**config.mk**
```make
export PLATFORM = sky130hd
export DESIGN_NAME = bool_logic_bit_branch_exec
export DESIGN_NICKNAME = d
export VERILOG_FILES = /design/src/core/bool_exec_pkg.sv /design/src/core/bool_logic_bit_branch_exec.sv
export SDC_FILE = /design/constraint.sdc
export NUM_CORES = 1
export LEC_CHECK = 0
export BUFFER_PORTS_ARGS = -buffer_cell sky130_fd_sc_hd__clkbuf_2
export CAP_MARGIN = 10
export CORE_UTILIZATION = 40
export DETAILED_ROUTE_END_ITERATION = 8
export GPL_TIMING_DRIVEN = 0
export PLACE_DENSITY_LB_ADDON = 0.2
export SLEW_MARGIN = 0
export SYNTH_ARGS = -nofsm -noshare
export SYNTH_HDL_FRONTEND = slang
export SYNTH_SLANG_ARGS = --single-unit
```
**constraint.sdc**
```tcl
create_clock -name mclk -period 2.4 [get_ports mclk]
set_input_delay 0.12 -clock mclk [delete_from_list [all_inputs] [get_ports mclk]]
set_output_delay 0.12 -clock mclk [all_outputs]
set_load 0.01 [all_outputs]
```
**src/core/bool_exec_pkg.sv**
```systemverilog
// constants, operation codes and carrier types for the boolean and bit-branch unit
package bool_exec_pkg;

    // instruction word layout, 24-bit formats only
    localparam int WORD_W = 24;
    localparam int F_OP0_LSB = 0;
    localparam int F_T_LSB = 4;
    localparam int F_S_LSB = 8;
    localparam int F_R_LSB = 12;
    localparam int F_OP1_LSB = 16;
    localparam int F_OP2_LSB = 20;
    localparam int F_OFF_LSB = 16;

    // fixed opcode field values
    localparam logic [3:0] OP0_RRR = 4'h0;
    localparam logic [3:0] OP0_BRANCH = 4'h7;
    localparam logic [3:0] OP1_LOGIC = 4'h0;
    localparam logic [3:0] OP1_PRED2 = 4'h2;
    localparam logic [3:0] OP2_REDUCE = 4'h0;
    localparam logic [3:0] OP2_AND = 4'h1;
    localparam logic [3:0] OP2_PAND = 4'h0;
    localparam logic [3:0] OP2_PANDN = 4'h1;
    localparam logic [3:0] R_ANY_OF_FOUR = 4'h8;
    localparam logic [3:0] R_ALL_OF_FOUR = 4'h9;
    localparam logic [3:0] R_ANY_OF_EIGHT = 4'hA;
    localparam logic [3:0] R_ALL_OF_EIGHT = 4'hB;
    localparam logic [3:0] R_BRANCH_ALL_SET = 4'h4;
    localparam logic [3:0] R_BBC = 4'h5;
    localparam logic [3:0] R_BRANCH_ANY_SET = 4'h8;

    // program counter arithmetic
    localparam logic [31:0] INSN_BYTES = 32'h0000_0003;
    localparam logic [31:0] BRANCH_BIAS = 32'h0000_0004;

    // reset values; nothing outside this unit writes the predicate file,
    // so it wakes in a mixed pattern that the reductions can work on
    localparam logic [15:0] PRED_RESET = 16'hFFC2;
    localparam logic [31:0] WORD_RESET = 32'h0000_0000;

    typedef enum logic [3:0] {
        OP_NONE = 4'h0,
        OP_ALL_OF_FOUR = 4'h1,
        OP_ALL_OF_EIGHT = 4'h2,
        OP_ANY_OF_FOUR = 4'h3,
        OP_ANY_OF_EIGHT = 4'h4,
        OP_GAND = 4'h5,
        OP_PAND = 4'h6,
        OP_PANDN = 4'h7,
        OP_BRANCH_ALL_SET = 4'h8,
        OP_BRANCH_ANY_SET = 4'h9,
        OP_BBC = 4'hA
    } op_t;

    // one instruction offered by fetch, with its register operands
    typedef struct packed {
        logic valid;
        logic [23:0] word;
        logic [31:0] pc;
        logic [31:0] s_val;
        logic [31:0] t_val;
    } issue_t;

    // decoded fields
    typedef struct packed {
        op_t op;
        logic [3:0] r;
        logic [3:0] s;
        logic [3:0] t;
        logic [7:0] off;
    } decode_t;

    // result handed to writeback and fetch
    typedef struct packed {
        logic done;
        logic illegal;
        logic gr_we;
        logic [3:0] gr_idx;
        logic [31:0] gr_data;
        logic br_valid;
        logic br_taken;
        logic [31:0] next_pc;
    } result_t;

endpackage

```
**src/core/bool_logic_bit_branch_exec.sv**
```systemverilog
// decode and execute of boolean reductions, mask branches and bit-clear branch
`timescale 1ns/100ps
`default_nettype none

module bool_logic_bit_branch_exec
    import bool_exec_pkg::*;
(
    input wire logic mclk,
    input wire logic rst,
    input wire logic pred_feature_en,
    input wire logic big_endian_flag,
    input wire issue_t issue,
    output logic [15:0] pred_bits,
    output result_t result
);

    logic [15:0] pred_reg;
    logic [15:0] pred_next;
    result_t res_reg;
    result_t res_next;
    decode_t dec;
    logic is_pred_op;
    logic [3:0] base4;
    logic [3:0] base8;
    logic [4:0] bit_sel;
    logic [31:0] off_ext;
    logic cond;

    // field split and opcode match; only 24-bit words reach this unit
    always_comb begin
        dec.r = issue.word[F_R_LSB +: 4];
        dec.s = issue.word[F_S_LSB +: 4];
        dec.t = issue.word[F_T_LSB +: 4];
        dec.off = issue.word[F_OFF_LSB +: 8];
        dec.op = OP_NONE;
        if (issue.word[F_OP0_LSB +: 4] == OP0_RRR) begin
            unique case (issue.word[F_OP1_LSB +: 4])
                OP1_LOGIC: begin
                    if (issue.word[F_OP2_LSB +: 4] == OP2_AND) begin
                        dec.op = OP_GAND;
                    end else if (issue.word[F_OP2_LSB +: 4] == OP2_REDUCE) begin
                        unique case (dec.r)
                            R_ALL_OF_FOUR: dec.op = OP_ALL_OF_FOUR;
                            R_ALL_OF_EIGHT: dec.op = OP_ALL_OF_EIGHT;
                            R_ANY_OF_FOUR: dec.op = OP_ANY_OF_FOUR;
                            R_ANY_OF_EIGHT: dec.op = OP_ANY_OF_EIGHT;
                            default: dec.op = OP_NONE;
                        endcase
                    end
                end
                OP1_PRED2: begin
                    if (issue.word[F_OP2_LSB +: 4] == OP2_PAND) begin
                        dec.op = OP_PAND;
                    end else if (issue.word[F_OP2_LSB +: 4] == OP2_PANDN) begin
                        dec.op = OP_PANDN;
                    end
                end
                default: dec.op = OP_NONE;
            endcase
        end else if (issue.word[F_OP0_LSB +: 4] == OP0_BRANCH) begin
            unique case (dec.r)
                R_BRANCH_ALL_SET: dec.op = OP_BRANCH_ALL_SET;
                R_BRANCH_ANY_SET: dec.op = OP_BRANCH_ANY_SET;
                R_BBC: dec.op = OP_BBC;
                default: dec.op = OP_NONE;
            endcase
        end
    end

    // predicate group, gated by the configured feature
    assign is_pred_op = (dec.op == OP_ALL_OF_FOUR) || (dec.op == OP_ALL_OF_EIGHT) ||
                        (dec.op == OP_ANY_OF_FOUR) || (dec.op == OP_ANY_OF_EIGHT) ||
                        (dec.op == OP_PAND) || (dec.op == OP_PANDN);

    // misaligned bases are forced aligned; software must not rely on it
    assign base4 = {dec.s[3:2], 2'b00};
    assign base8 = {dec.s[3], 3'b000};

    // endian-aware bit index and sign-extended offset
    assign bit_sel = issue.t_val[4:0] ^ {5{big_endian_flag}};
    assign off_ext = {{24{dec.off[7]}}, dec.off};

    // branch conditions
    always_comb begin
        cond = 1'b0;
        unique case (dec.op)
            OP_BRANCH_ALL_SET: cond = ((~issue.s_val & issue.t_val) == 32'h0000_0000);
            OP_BRANCH_ANY_SET: cond = ((issue.s_val & issue.t_val) != 32'h0000_0000);
            OP_BBC: cond = ~issue.s_val[bit_sel];
            default: cond = 1'b0;
        endcase
    end

    // next values for predicate file and result
    always_comb begin
        pred_next = pred_reg;
        res_next = '0;
        res_next.next_pc = res_reg.next_pc;
        if (issue.valid) begin
            res_next.done = 1'b1;
            if (dec.op == OP_NONE || (is_pred_op && !pred_feature_en)) begin
                res_next.illegal = 1'b1;
            end else begin
                unique case (dec.op)
                    OP_ALL_OF_FOUR: pred_next[dec.t] = &pred_reg[base4 +: 4];
                    OP_ALL_OF_EIGHT: pred_next[dec.t] = &pred_reg[base8 +: 8];
                    OP_ANY_OF_FOUR: pred_next[dec.t] = |pred_reg[base4 +: 4];
                    OP_ANY_OF_EIGHT: pred_next[dec.t] = |pred_reg[base8 +: 8];
                    OP_PAND: pred_next[dec.r] = pred_reg[dec.s] & pred_reg[dec.t];
                    OP_PANDN: pred_next[dec.r] = pred_reg[dec.s] & ~pred_reg[dec.t];
                    OP_GAND: begin
                        res_next.gr_we = 1'b1;
                        res_next.gr_idx = dec.r;
                        res_next.gr_data = issue.s_val & issue.t_val;
                    end
                    default: begin
                        res_next.br_valid = 1'b1;
                        res_next.br_taken = cond;
                    end
                endcase
            end
            // every accepted word except a taken branch advances the pc by one 24-bit instruction
            if (res_next.br_valid && cond) begin
                res_next.next_pc = issue.pc + off_ext + BRANCH_BIAS;
            end else begin
                res_next.next_pc = issue.pc + INSN_BYTES;
            end
        end
    end

    // registered state; sixteen one-bit predicate entries
    always_ff @(posedge mclk or posedge rst) begin
        if (rst) begin
            pred_reg <= PRED_RESET;
            res_reg <= '0;
        end else begin
            pred_reg <= pred_next;
            res_reg <= res_next;
        end
    end

    assign pred_bits = pred_reg;
    assign result = res_reg;

    // snapshot of the previous issue, read only by the checks below
    issue_t prev_issue;
    decode_t prev_dec;
    logic [15:0] prev_pred;
    logic prev_feat;
    logic prev_be;

    always_ff @(posedge mclk or posedge rst) begin
        if (rst) begin
            prev_issue <= '0;
            prev_dec <= '0;
            prev_pred <= PRED_RESET;
            prev_feat <= 1'b0;
            prev_be <= 1'b0;
        end else begin
            prev_issue <= issue;
            prev_dec <= dec;
            prev_pred <= pred_reg;
            prev_feat <= pred_feature_en;
            prev_be <= big_endian_flag;
        end
    end
endmodule

`default_nettype wire

```
# Word-level counts from Yosys, hierarchy flattened
# Cells that the tools add are included.
[totals]
latchBits = 0
word_cells = 106
inputBits = 125
memories = 0
rom_bits = 0
mem_bits_rw = 0
regBits = 89
[classes]
n_reduce_logical = 24
n_eq_ne = 19
n_shift = 2
add_sub_neg = 3
n_mux = 34
bitwise_logic = 9
div = 0
order_cmp = 6
multipliers = 0
[op_table]
columns = ["op", "n"]
rows = [
  ["bitwise mux 16 bit", 6],
  ["case mux 16 bit (6 select lines)", 1],
  ["two-way mux 39 bit", 2],
  ["two-way mux 73 bit", 1],
  ["bitwise AND 32 bit", 2],
  ["two-way mux 37 bit", 1],
  ["adder 32 x 2 -> 32 bit, second input constant", 1],
  ["adder 32 x 3 -> 32 bit, second input constant", 1],
  ["adder 32 bit", 1],
  ["logical NOT 32 bit", 1],
  ["two-way mux 32 bit", 1],
  ["inverter 32 bit", 1],
  ["nonzero test 32 bit", 1],
  ["== test 4 x 3 -> 1 bit, second input constant", 7],
  ["== test 4 bit, second input constant", 7],
  ["logical NOT 4 bit", 4],
  ["indexed part select 16 x 5 -> 4 bit", 1],
  ["indexed part select 16 x 5 -> 8 bit", 1],
  ["< comparator 4 x 5 -> 1 bit, second input constant", 3],
  ["== test 4 x 2 -> 1 bit, second input constant", 3],
  ["two-way mux 3 bit", 4],
  ["case mux 3 bit (4 select lines)", 1],
  ["case mux 4 bit (3 select lines)", 1],
  ["binary-select mux 1 bit (select 4 bit)", 2],
  ["23 further kinds", 43],
]

# Depth between registers and ports, before layout
# Gate-level depths: netlist of run 1.
[depth]
word_depth = 19
mapped_depth = 12
depth_no_buf = 12

# Worst setup path after synthesis of run 1
# OpenSTA, ideal clock, no wires.
[synth_path]
kind = "input -> register"
start = "in issue[65] (netlist bit)"
end = "reg res_reg, in the netlist result[29]"
required_time_ps = 2262
arrival_ps = 2560
setup_slack_ps = -298
setup_time_ps = 138
stages = 11
n_path_buf = 0
path_cell_list = "ha_1 -> ha_1 -> fa_1 -> a211oi_1 -> o21ai_0 -> o211ai_1 -> nand2_1 -> a41oi_1 -> o211ai_1 -> mux2i_1 -> o221ai_1"
[synth_between]
elab_chain_cells = 3
[synth_lines]
columns = ["element", "line_no", "text"]
rows = [
  ["start: declaration", "bool_logic_bit_branch_exec.sv:12", "input wire issue_t issue,"],
  ["adder 32 bit", "bool_logic_bit_branch_exec.sv:124", "res_next.next_pc = issue.pc + off_ext + BRANCH_BIAS;"],
  ["adder 32 x 3 -> 32 bit", "bool_logic_bit_branch_exec.sv:124", ""],
  ["two-way mux 32 bit (*)", "bool_logic_bit_branch_exec.sv:123", "if (res_next.br_valid && cond) begin"],
  ["end signal: assignment", "bool_logic_bit_branch_exec.sv:138", "res_reg <= res_next;"],
  ["end: declaration", "bool_logic_bit_branch_exec.sv:19", "result_t res_reg;"],
]
# Mark *: on every way between the ends. The rest lies on a longest branch, timed or not.
# A chain may end at the register's enable or synchronous reset.

==> results of run 1 <==
-- worst reg2reg max path: stages (launching register included) --
cell and delay, ns:
dfstp_2 0.42, mux4_2 0.47, mux4_2 0.54, xnor2_4 0.17, nor3_4 0.30, buf_6 0.20
buf_12 0.13, nand3_2 0.07, o21ai_1 0.11, o21a_1 0.13
-- kinds of logic after synthesis --
group | count (synthesis) | synth area share (%)
multiplexers | 43 | 6.91
AND/OR/NAND/NOR | 411 | 24.4
AO/OA/AOI/OAI | 297 | 22.7
adder cells (fa/ha/maj) | 63 | 9.14
buffers and inverters | 90 | 4.94
XOR/XNOR | 61 | 6.22
flip-flops | 89 | 25.7
-- layout make-up --
cell class | count | area [um2] | area share, %
multi-input cells | 875 | 6580 | 57.0
flip-flops and latches | 89 | 2250 | 19.5
repair buffers | 270 | 1650 | 14.3
well taps | 275 | 344 | 2.98
plain buffers | 45 | 274 | 2.37
clock buffers | 10 | 229 | 1.98
inverters | 45 | 173 | 1.49
clock inverters | 6 | 51.3 | 0.444
-- cell usage after synthesis, types with 5 or more instances --
cell type    n
a31oi_1     15
a2111oi_0    5
nand3_1     27
dfrtp_1     78
nand2b_1     9
and2_1       5
nor4_1      10
and4_1       8
a41oi_1      6
a31o_2       5
mux4_2      13
nand4_1     28
a21o_1      14
mux2i_1     23
buf_6        5
nor2b_1     23
xor2_1      22
o211ai_1    13
and3b_1      5
or2_2        6
and3_1      16
clkbuf_1    20
nor2_1     105
o22ai_1      9
nor3_1      15
nor3b_1      5
o21ai_1     11
a21oi_1     88
inv_1       43
o21a_1      10
o2bb2ai_1    5
a211oi_1     9
o21ai_0     60
nand2_1    112
buf_2       14
mux2_2       5
dfstp_2     11
xnor2_1     38
ha_1        62
o221ai_1     6
or3_1        7
-- routing by layer --
| layer | vias up | GRT usage [%] | wire length [um] |
|---|---|---|---|
| li1 | 4466 | - | - |
| met1 | 4422 | 37.6 | 13700 |
| met2 | 375 | 45.7 | 15200 |
| met3 | 36 | 3.54 | 1990 |
| met4 | 0 | 6.53 | 504 |
| met5 | - | 0 | 0 |
-- cells in the final DEF (no fill, tap or decap), types with 8 or more instances in the layout --
| cell | count |
|---|---|
| nand2_1 | 111 |
| buf_6 | 8 |
| a21oi_1 | 82 |
| clkbuf_16 | 11 |
| o21ai_0 | 47 |
| and3_1 | 14 |
| buf_4 | 51 |
| nor2_1 | 104 |
| dfstp_2 | 11 |
| nand2b_1 | 9 |
| o211ai_1 | 13 |
| buf_2 | 16 |
| nor3_1 | 15 |
| mux2i_1 | 22 |
| xor2_1 | 22 |
| o21ai_1 | 18 |
| ha_1 | 46 |
| nor4_1 | 8 |
| o21a_1 | 9 |
| nor2b_1 | 22 |
| inv_1 | 41 |
| ha_4 | 12 |
| o22ai_1 | 9 |
| nand4_1 | 28 |
| dfrtp_1 | 73 |
| mux4_2 | 13 |
| xnor2_1 | 38 |
| nand3_1 | 20 |
| clkbuf_1 | 19 |
| clkbuf_2 | 204 |
| a21o_1 | 14 |
| a31oi_1 | 14 |
-- stage by stage --
stage / power [mW] / setup slack (ns) / area (um2)
CTS: 4.56 / -0.210 / 11100
finish: 4.62 / -0.196 / 11500
floorplan: 2.54 / -0.0255 / 8770
global placement: 3.01 / -0.875 / 10200
global route: 4.87 / -0.247 / 11500
detailed placement: 3.02 / -0.896 / 10200
-- worst paths after layout --
path | startpoint | to | depth (start not counted)
setup / recovery | flop | flop | 9
hold / removal | issue[22] | result[56]$_DFF_PP0_ | 3
setup reg to reg | flop | flop | 9
hold reg to reg | flop | flop | 2
max in group asynchronous | rst | asynchronous set/reset pin | 5
min in group asynchronous | rst | asynchronous set/reset pin | 3
-- timing repair --
item | 4_1_cts | 5_1_grt
hold endpoints to repair | 16 | 0
setup buffers | 35 | 18
setup endpoints to repair | 76 | 46
gates resized for setup | 45 | 68
hold buffers | 6 | 0
pin swaps | 23 | 32
gates cloned | 0 | 2
-- power groups by stage --
stage,Combinational (mW),Clock [mW],Sequential [mW]
final,1.58,1.44,1.60
after global routing,1.73,1.53,1.60
after CTS,1.50,1.47,1.60
after detailed placement,1.40,0,1.63
after global placement,1.38,0,1.63
after floorplan,0.901,0,1.64
==> summary.txt, run 1 <==
Setup path
  • Crit-path max cell delay: 0.54 ns
  • Bufs and invs on worst path: 2
  • Critical Path Start Type: flop
  • CP Cell Sequence: mux4_2, mux4_2, xnor2_4, nor3_4, buf_6, buf_12, nand3_2, o21ai_1, o21a_1
  • Kind of critical path: reg -> reg
  • Req. time, crit path: 2.70 ns
  • Reg2Reg Setup Slack: -0.20 ns
  • Crit-path leading delay family: multiplexers
  • CP endpoint kind: flop
  • CP most frequent cell: mux4_2
  • Data arrival, critical path: 2.89 ns
  • Crit Path Max Fanout: 8
  • Worst path slowest cell: mux4_2

Layout
  • Share of cells above drive strength 1: 33.1%
  • Post-route insts no fill: 1615
  • Inserted Diodes: 0
  • Net count, final: 1523
  • Final-layout fill cell count: 1991
  • Fin util: 54.6%
  • P&R area growth vs syn: 32.7%

Outcome
  • Status: finished, violations left
  • Failing checks: setup timing

Clock network
  • CTS buffer count: 9
  • Num Clock Sinks: 89
  • Clk_lat worst skew: 0.36 ns
  • H-tree levels: 3
  • Clock Path Buffers: 2
  • CTS root buf: clkbuf_16
  • TritonCTS clock tree: done
  • Clock-pin slew on the worst setup and hold paths: 0.08 ns

STA
  • Post-route minimum period: 2.60 ns
  • Fin. Hold Viols: 0
  • Fmax: 385 MHz
  • Period utilization: 108%
  • Worst-margin pin slew: 0.769 ns
  • Clk_skew: 0.00851 ns
  • Setup violators final: 15
  • Worst setup margin: -0.196 ns
  • Max_slew headroom: 48.3%
  • Setup TNS: -2.13 ns
  • RSZ-0062 raised after global routing: true
  • Max-slew violation count: 0
  • Hold Slack: 0.00803 ns

Yosys
  • Syn_nets: 1242
  • Post-synthesis sequential area ratio: 25.7%
  • YS warnings: 0
  • Top cells by area, synth: dfrtp_1, ha_1, a21oi_1
  • Synth area leader: dfrtp_1
  • Async set-reset flop share out of synthesis: 100%
  • Syn Area/Cell: 8.26 um2
  • Post-synth EDFFs: 0
  • Share of the synthesized area in the top cell type: 22.4%
  • Synthesized instance count: 1054
  • Post-synthesis cell area: 8710 um2
  • Commonest register cell after synthesis: dfrtp_1
  • Netlist cell types: 96
  • Post-synthesis register bit count: 89

Die
  • Chip width: 150 um
  • Core footprint: 21200 um2
  • # IOs: 214
  • Die Height: 150 um
  • # rows: 53
  • Starting density of the core: 41.2%
  • Die area: 22400 um2

Power and ir drop
  • Sw Ratio: 36.1%
  • Clk pwr share: 31.1%
  • Static leakage: 5.18 nW
  • PD cells: 400 nW/um2
  • Switching Power: 1.67 mW
  • Combinational share of power: 34.3%
  • Flop pwr share: 34.6%
  • Max IR drop VDD: 275 uV
  • Int Pwr: 2.95 mW

Routing
  • Drt drc: 0
  • First-pass DRT Iterations: 5
  • Routed len/inst: 19.5 um
  • DRT iter0 DRCs: 862
  • Drt total wl: 31.4 mm
  • Post-route ant nets: 0
  • DR vias: 9299
  • Vias per std cell: 5.76

Global route
  • Total grt overflow: 0
  • Vias in the first global route: 8844
  • Global-route wire length before repair: 48.0 mm
  • Gr usage total: 27.5%
  • Largest net degree at the start of global routing: 40
  • Initial antenna violation count: 0

Placement
  • Dpl hpwl: 23.5 mm
  • GPL Wtd Cong: 0.943
  • Placed cells: 1538
  • Port Buffers: 207

Job
  • Max-cap violation count: 0

Min path
  • Worst hold path type: in -> reg
Note: power is estimated with default switching activity, not from simulation.
==> run 2: changes to the inputs <==
==> constraint.sdc (replaced) <==
create_clock -name mclk -period 2.4 [get_ports mclk]
set_input_delay 0.12 -clock mclk [delete_from_list [all_inputs] [get_ports mclk]]
set_output_delay 0.12 -clock mclk [all_outputs]
set_load 0.02 [all_outputs]
==> run 2 against run 1 <==
  * The run still ends with setup timing left
  * Largest power group is now combinational logic
  * Non-clock buffer count is 3 higher
  * Highest routed layer unchanged
  * Via count is 1.7% higher
  * Design area increased by 1.4%
  * Largest cell class unchanged
==> summary.txt, run 2 (same netlist as run 1, synthesis figures left out) <==
Layout
  • Inserted Diodes: 0
  • Fin util: 55.3%
  • Net count, final: 1526
  • Most frequent cells in the layout: clkbuf_2, nand2_1, nor2_1
  • P&R area growth vs syn: 34.5%
  • Share of cells above drive strength 1: 34.0%
  • Final-layout fill cell count: 1974
  • Most common cell after layout, fill and taps aside: clkbuf_2

Power and ir drop
  • Static leakage: 5.23 nW
  • Max IR drop VDD: 311 uV
  • PD cells: 418 nW/um2
  • Power consumption: 4.90 mW

Setup path
  • Worst Reg2Reg Path Length in Cells: 10
  • Critical Path Start Type: flop
  • Reg2Reg Setup Slack: -0.13 ns
  • Kind of critical path: reg -> reg
  • Worst path slowest cell: mux4_2
  • Bufs and invs on worst path: 3
  • Crit Path Max Fanout: 5
  • CP Cell Sequence: mux4_2, mux4_2, xnor2_2, nor3_4, buf_6, buf_4, buf_4, a21o_1, a21oi_2, a21oi_2
  • Data arrival, critical path: 2.82 ns
  • CP endpoint kind: flop
  • Req. time, crit path: 2.69 ns
  • Crit-path leading delay family: multiplexers
  • Crit-path max cell delay: 0.50 ns

STA
  • Worst setup margin: -0.130 ns
  • Fmax: 395 MHz
  • Max-slew violation count: 0
  • Fin. Hold Viols: 0
  • Clk_skew: 0.00795 ns
  • Period utilization: 105%
  • Setup violators final: 15
  • Post-route minimum period: 2.53 ns
  • RSZ-0062 raised after global routing: true
  • Setup TNS: -1.11 ns
  • Worst-margin pin slew: 0.862 ns
  • Max_slew headroom: 42.3%

Min path
  • Worst hold path type: in -> reg
  • Worst Hold Depth: 3
  • Hold Path Sink: result[49]$_DFF_PP0_
  • Hold wc startpoint: issue[15]

Placement
  • GPL Wtd Cong: 0.940
  • Dpl hpwl: 23.4 mm
  • Port Buffers: 207

Global route
  • Vias in the first global route: 8802
  • Initial antenna violation count: 0
  • Global-route wire length before repair: 47.6 mm
  • Gr usage total: 27.4%
  • Largest net degree at the start of global routing: 33
  • Total grt overflow: 0

Clock network
  • Clock Path Buffers: 2
  • Clock-pin slew on the worst setup and hold paths: 0.08 ns
  • TritonCTS clock tree: done
  • Clk_lat worst skew: 0.36 ns
  • CTS buffer count: 9
  • Num Clock Sinks: 89
  • CTS root buf: clkbuf_16
  • H-tree levels: 3

Routing
  • Post-route ant nets: 0
  • First-pass DRT Iterations: 5
  • Routed len/inst: 19.5 um
  • Vias per std cell: 5.84
  • Drt total wl: 31.6 mm
  • DR vias: 9454
  • Drt drc: 0
  • DRT iter0 DRCs: 715

Die
  • Die Height: 150 um
  • # IOs: 214
  • Core footprint: 21200 um2
  • # rows: 53
  • Starting density of the core: 41.2%
  • Die area: 22400 um2
  • Chip width: 150 um

Job
  • Max-cap violation count: 0

Outcome
  • Status: finished, violations left
  • Failing checks: setup timing
==> run 2: changes by cell type in the layout (fill, tap and decap cells not counted), sizes merged <==
cell         delta
buf             +6
bufinv          +2
clkbuf          -2
clkinv          -2
dlygate4sd3     -1
==> run 2: through the flow <==
step                area [um2]  cells  hold WS, ns  setup WS [ns]
detailed placement       10200   1538        0.242         -0.877
global route             11700   1618       0.0235         -0.178
CTS                      11100   1592      0.00286         -0.138
global placement         10200   1536        0.354         -0.876
finish                   11700   1618       0.0155         -0.130
floorplan                 8780   1054        0.151        -0.0272
==> run 2: repair_timing <==
item	CTS	global route
setup endpoints to repair	79	47
buffers inserted	32	24
endpoints found under the hold margin	33	0
gates cloned	1	2
hold buffers	5	0
pin swaps	16	40
gates resized for setup	45	80
==> run 2: per-layer routing <==
metal | vias to the layer above | routed length [um] | track usage, %
li1 | 4476 | - | -
met1 | 4474 | 13400 | 36.5
met2 | 445 | 15200 | 46.0
met3 | 59 | 2160 | 3.26
met4 | 0 | 838 | 8.83
met5 | - | 0 | 0
==> run 2: how the worst max path moves through the flow <==
stage	end	cells past startpoint
floorplan	result[29]$_DFFE_PP0P_	11
global placement	result[30]$_DFFE_PP0P_	11
detailed placement	result[30]$_DFFE_PP0P_	11
CTS	flop	9
global route	flop	9
finish	flop	10
==> run 2: worst register-to-register path: cells and delay by family (launching register included) <==
family	cells	cell delay [ns]
simple gates	1	0.06
buf+inv	3	0.41
compound gates	3	0.33
flops	1	0.45
xor+xnor	1	0.24
mux	2	0.96
==> run 2: report_power, final <==
part,switching [mW],internal (mW),leakage [nW]
registers,0.0428,1.56,1.11
clock network,0.714,0.933,0.160
logic,0.948,0.705,3.96
==> run 2: layout make-up <==
| type | count | area (um2) | area share, % |
|---|---|---|---|
| multi-input cells | 875 | 6620 | 56.5 |
| flip-flops and latches | 89 | 2250 | 19.2 |
| repair buffers | 273 | 1720 | 14.7 |
| well taps | 275 | 344 | 2.94 |
| plain buffers | 45 | 285 | 2.44 |
| clock buffers | 10 | 229 | 1.96 |
| inverters | 45 | 173 | 1.47 |
| clock inverters | 6 | 97.6 | 0.834 |
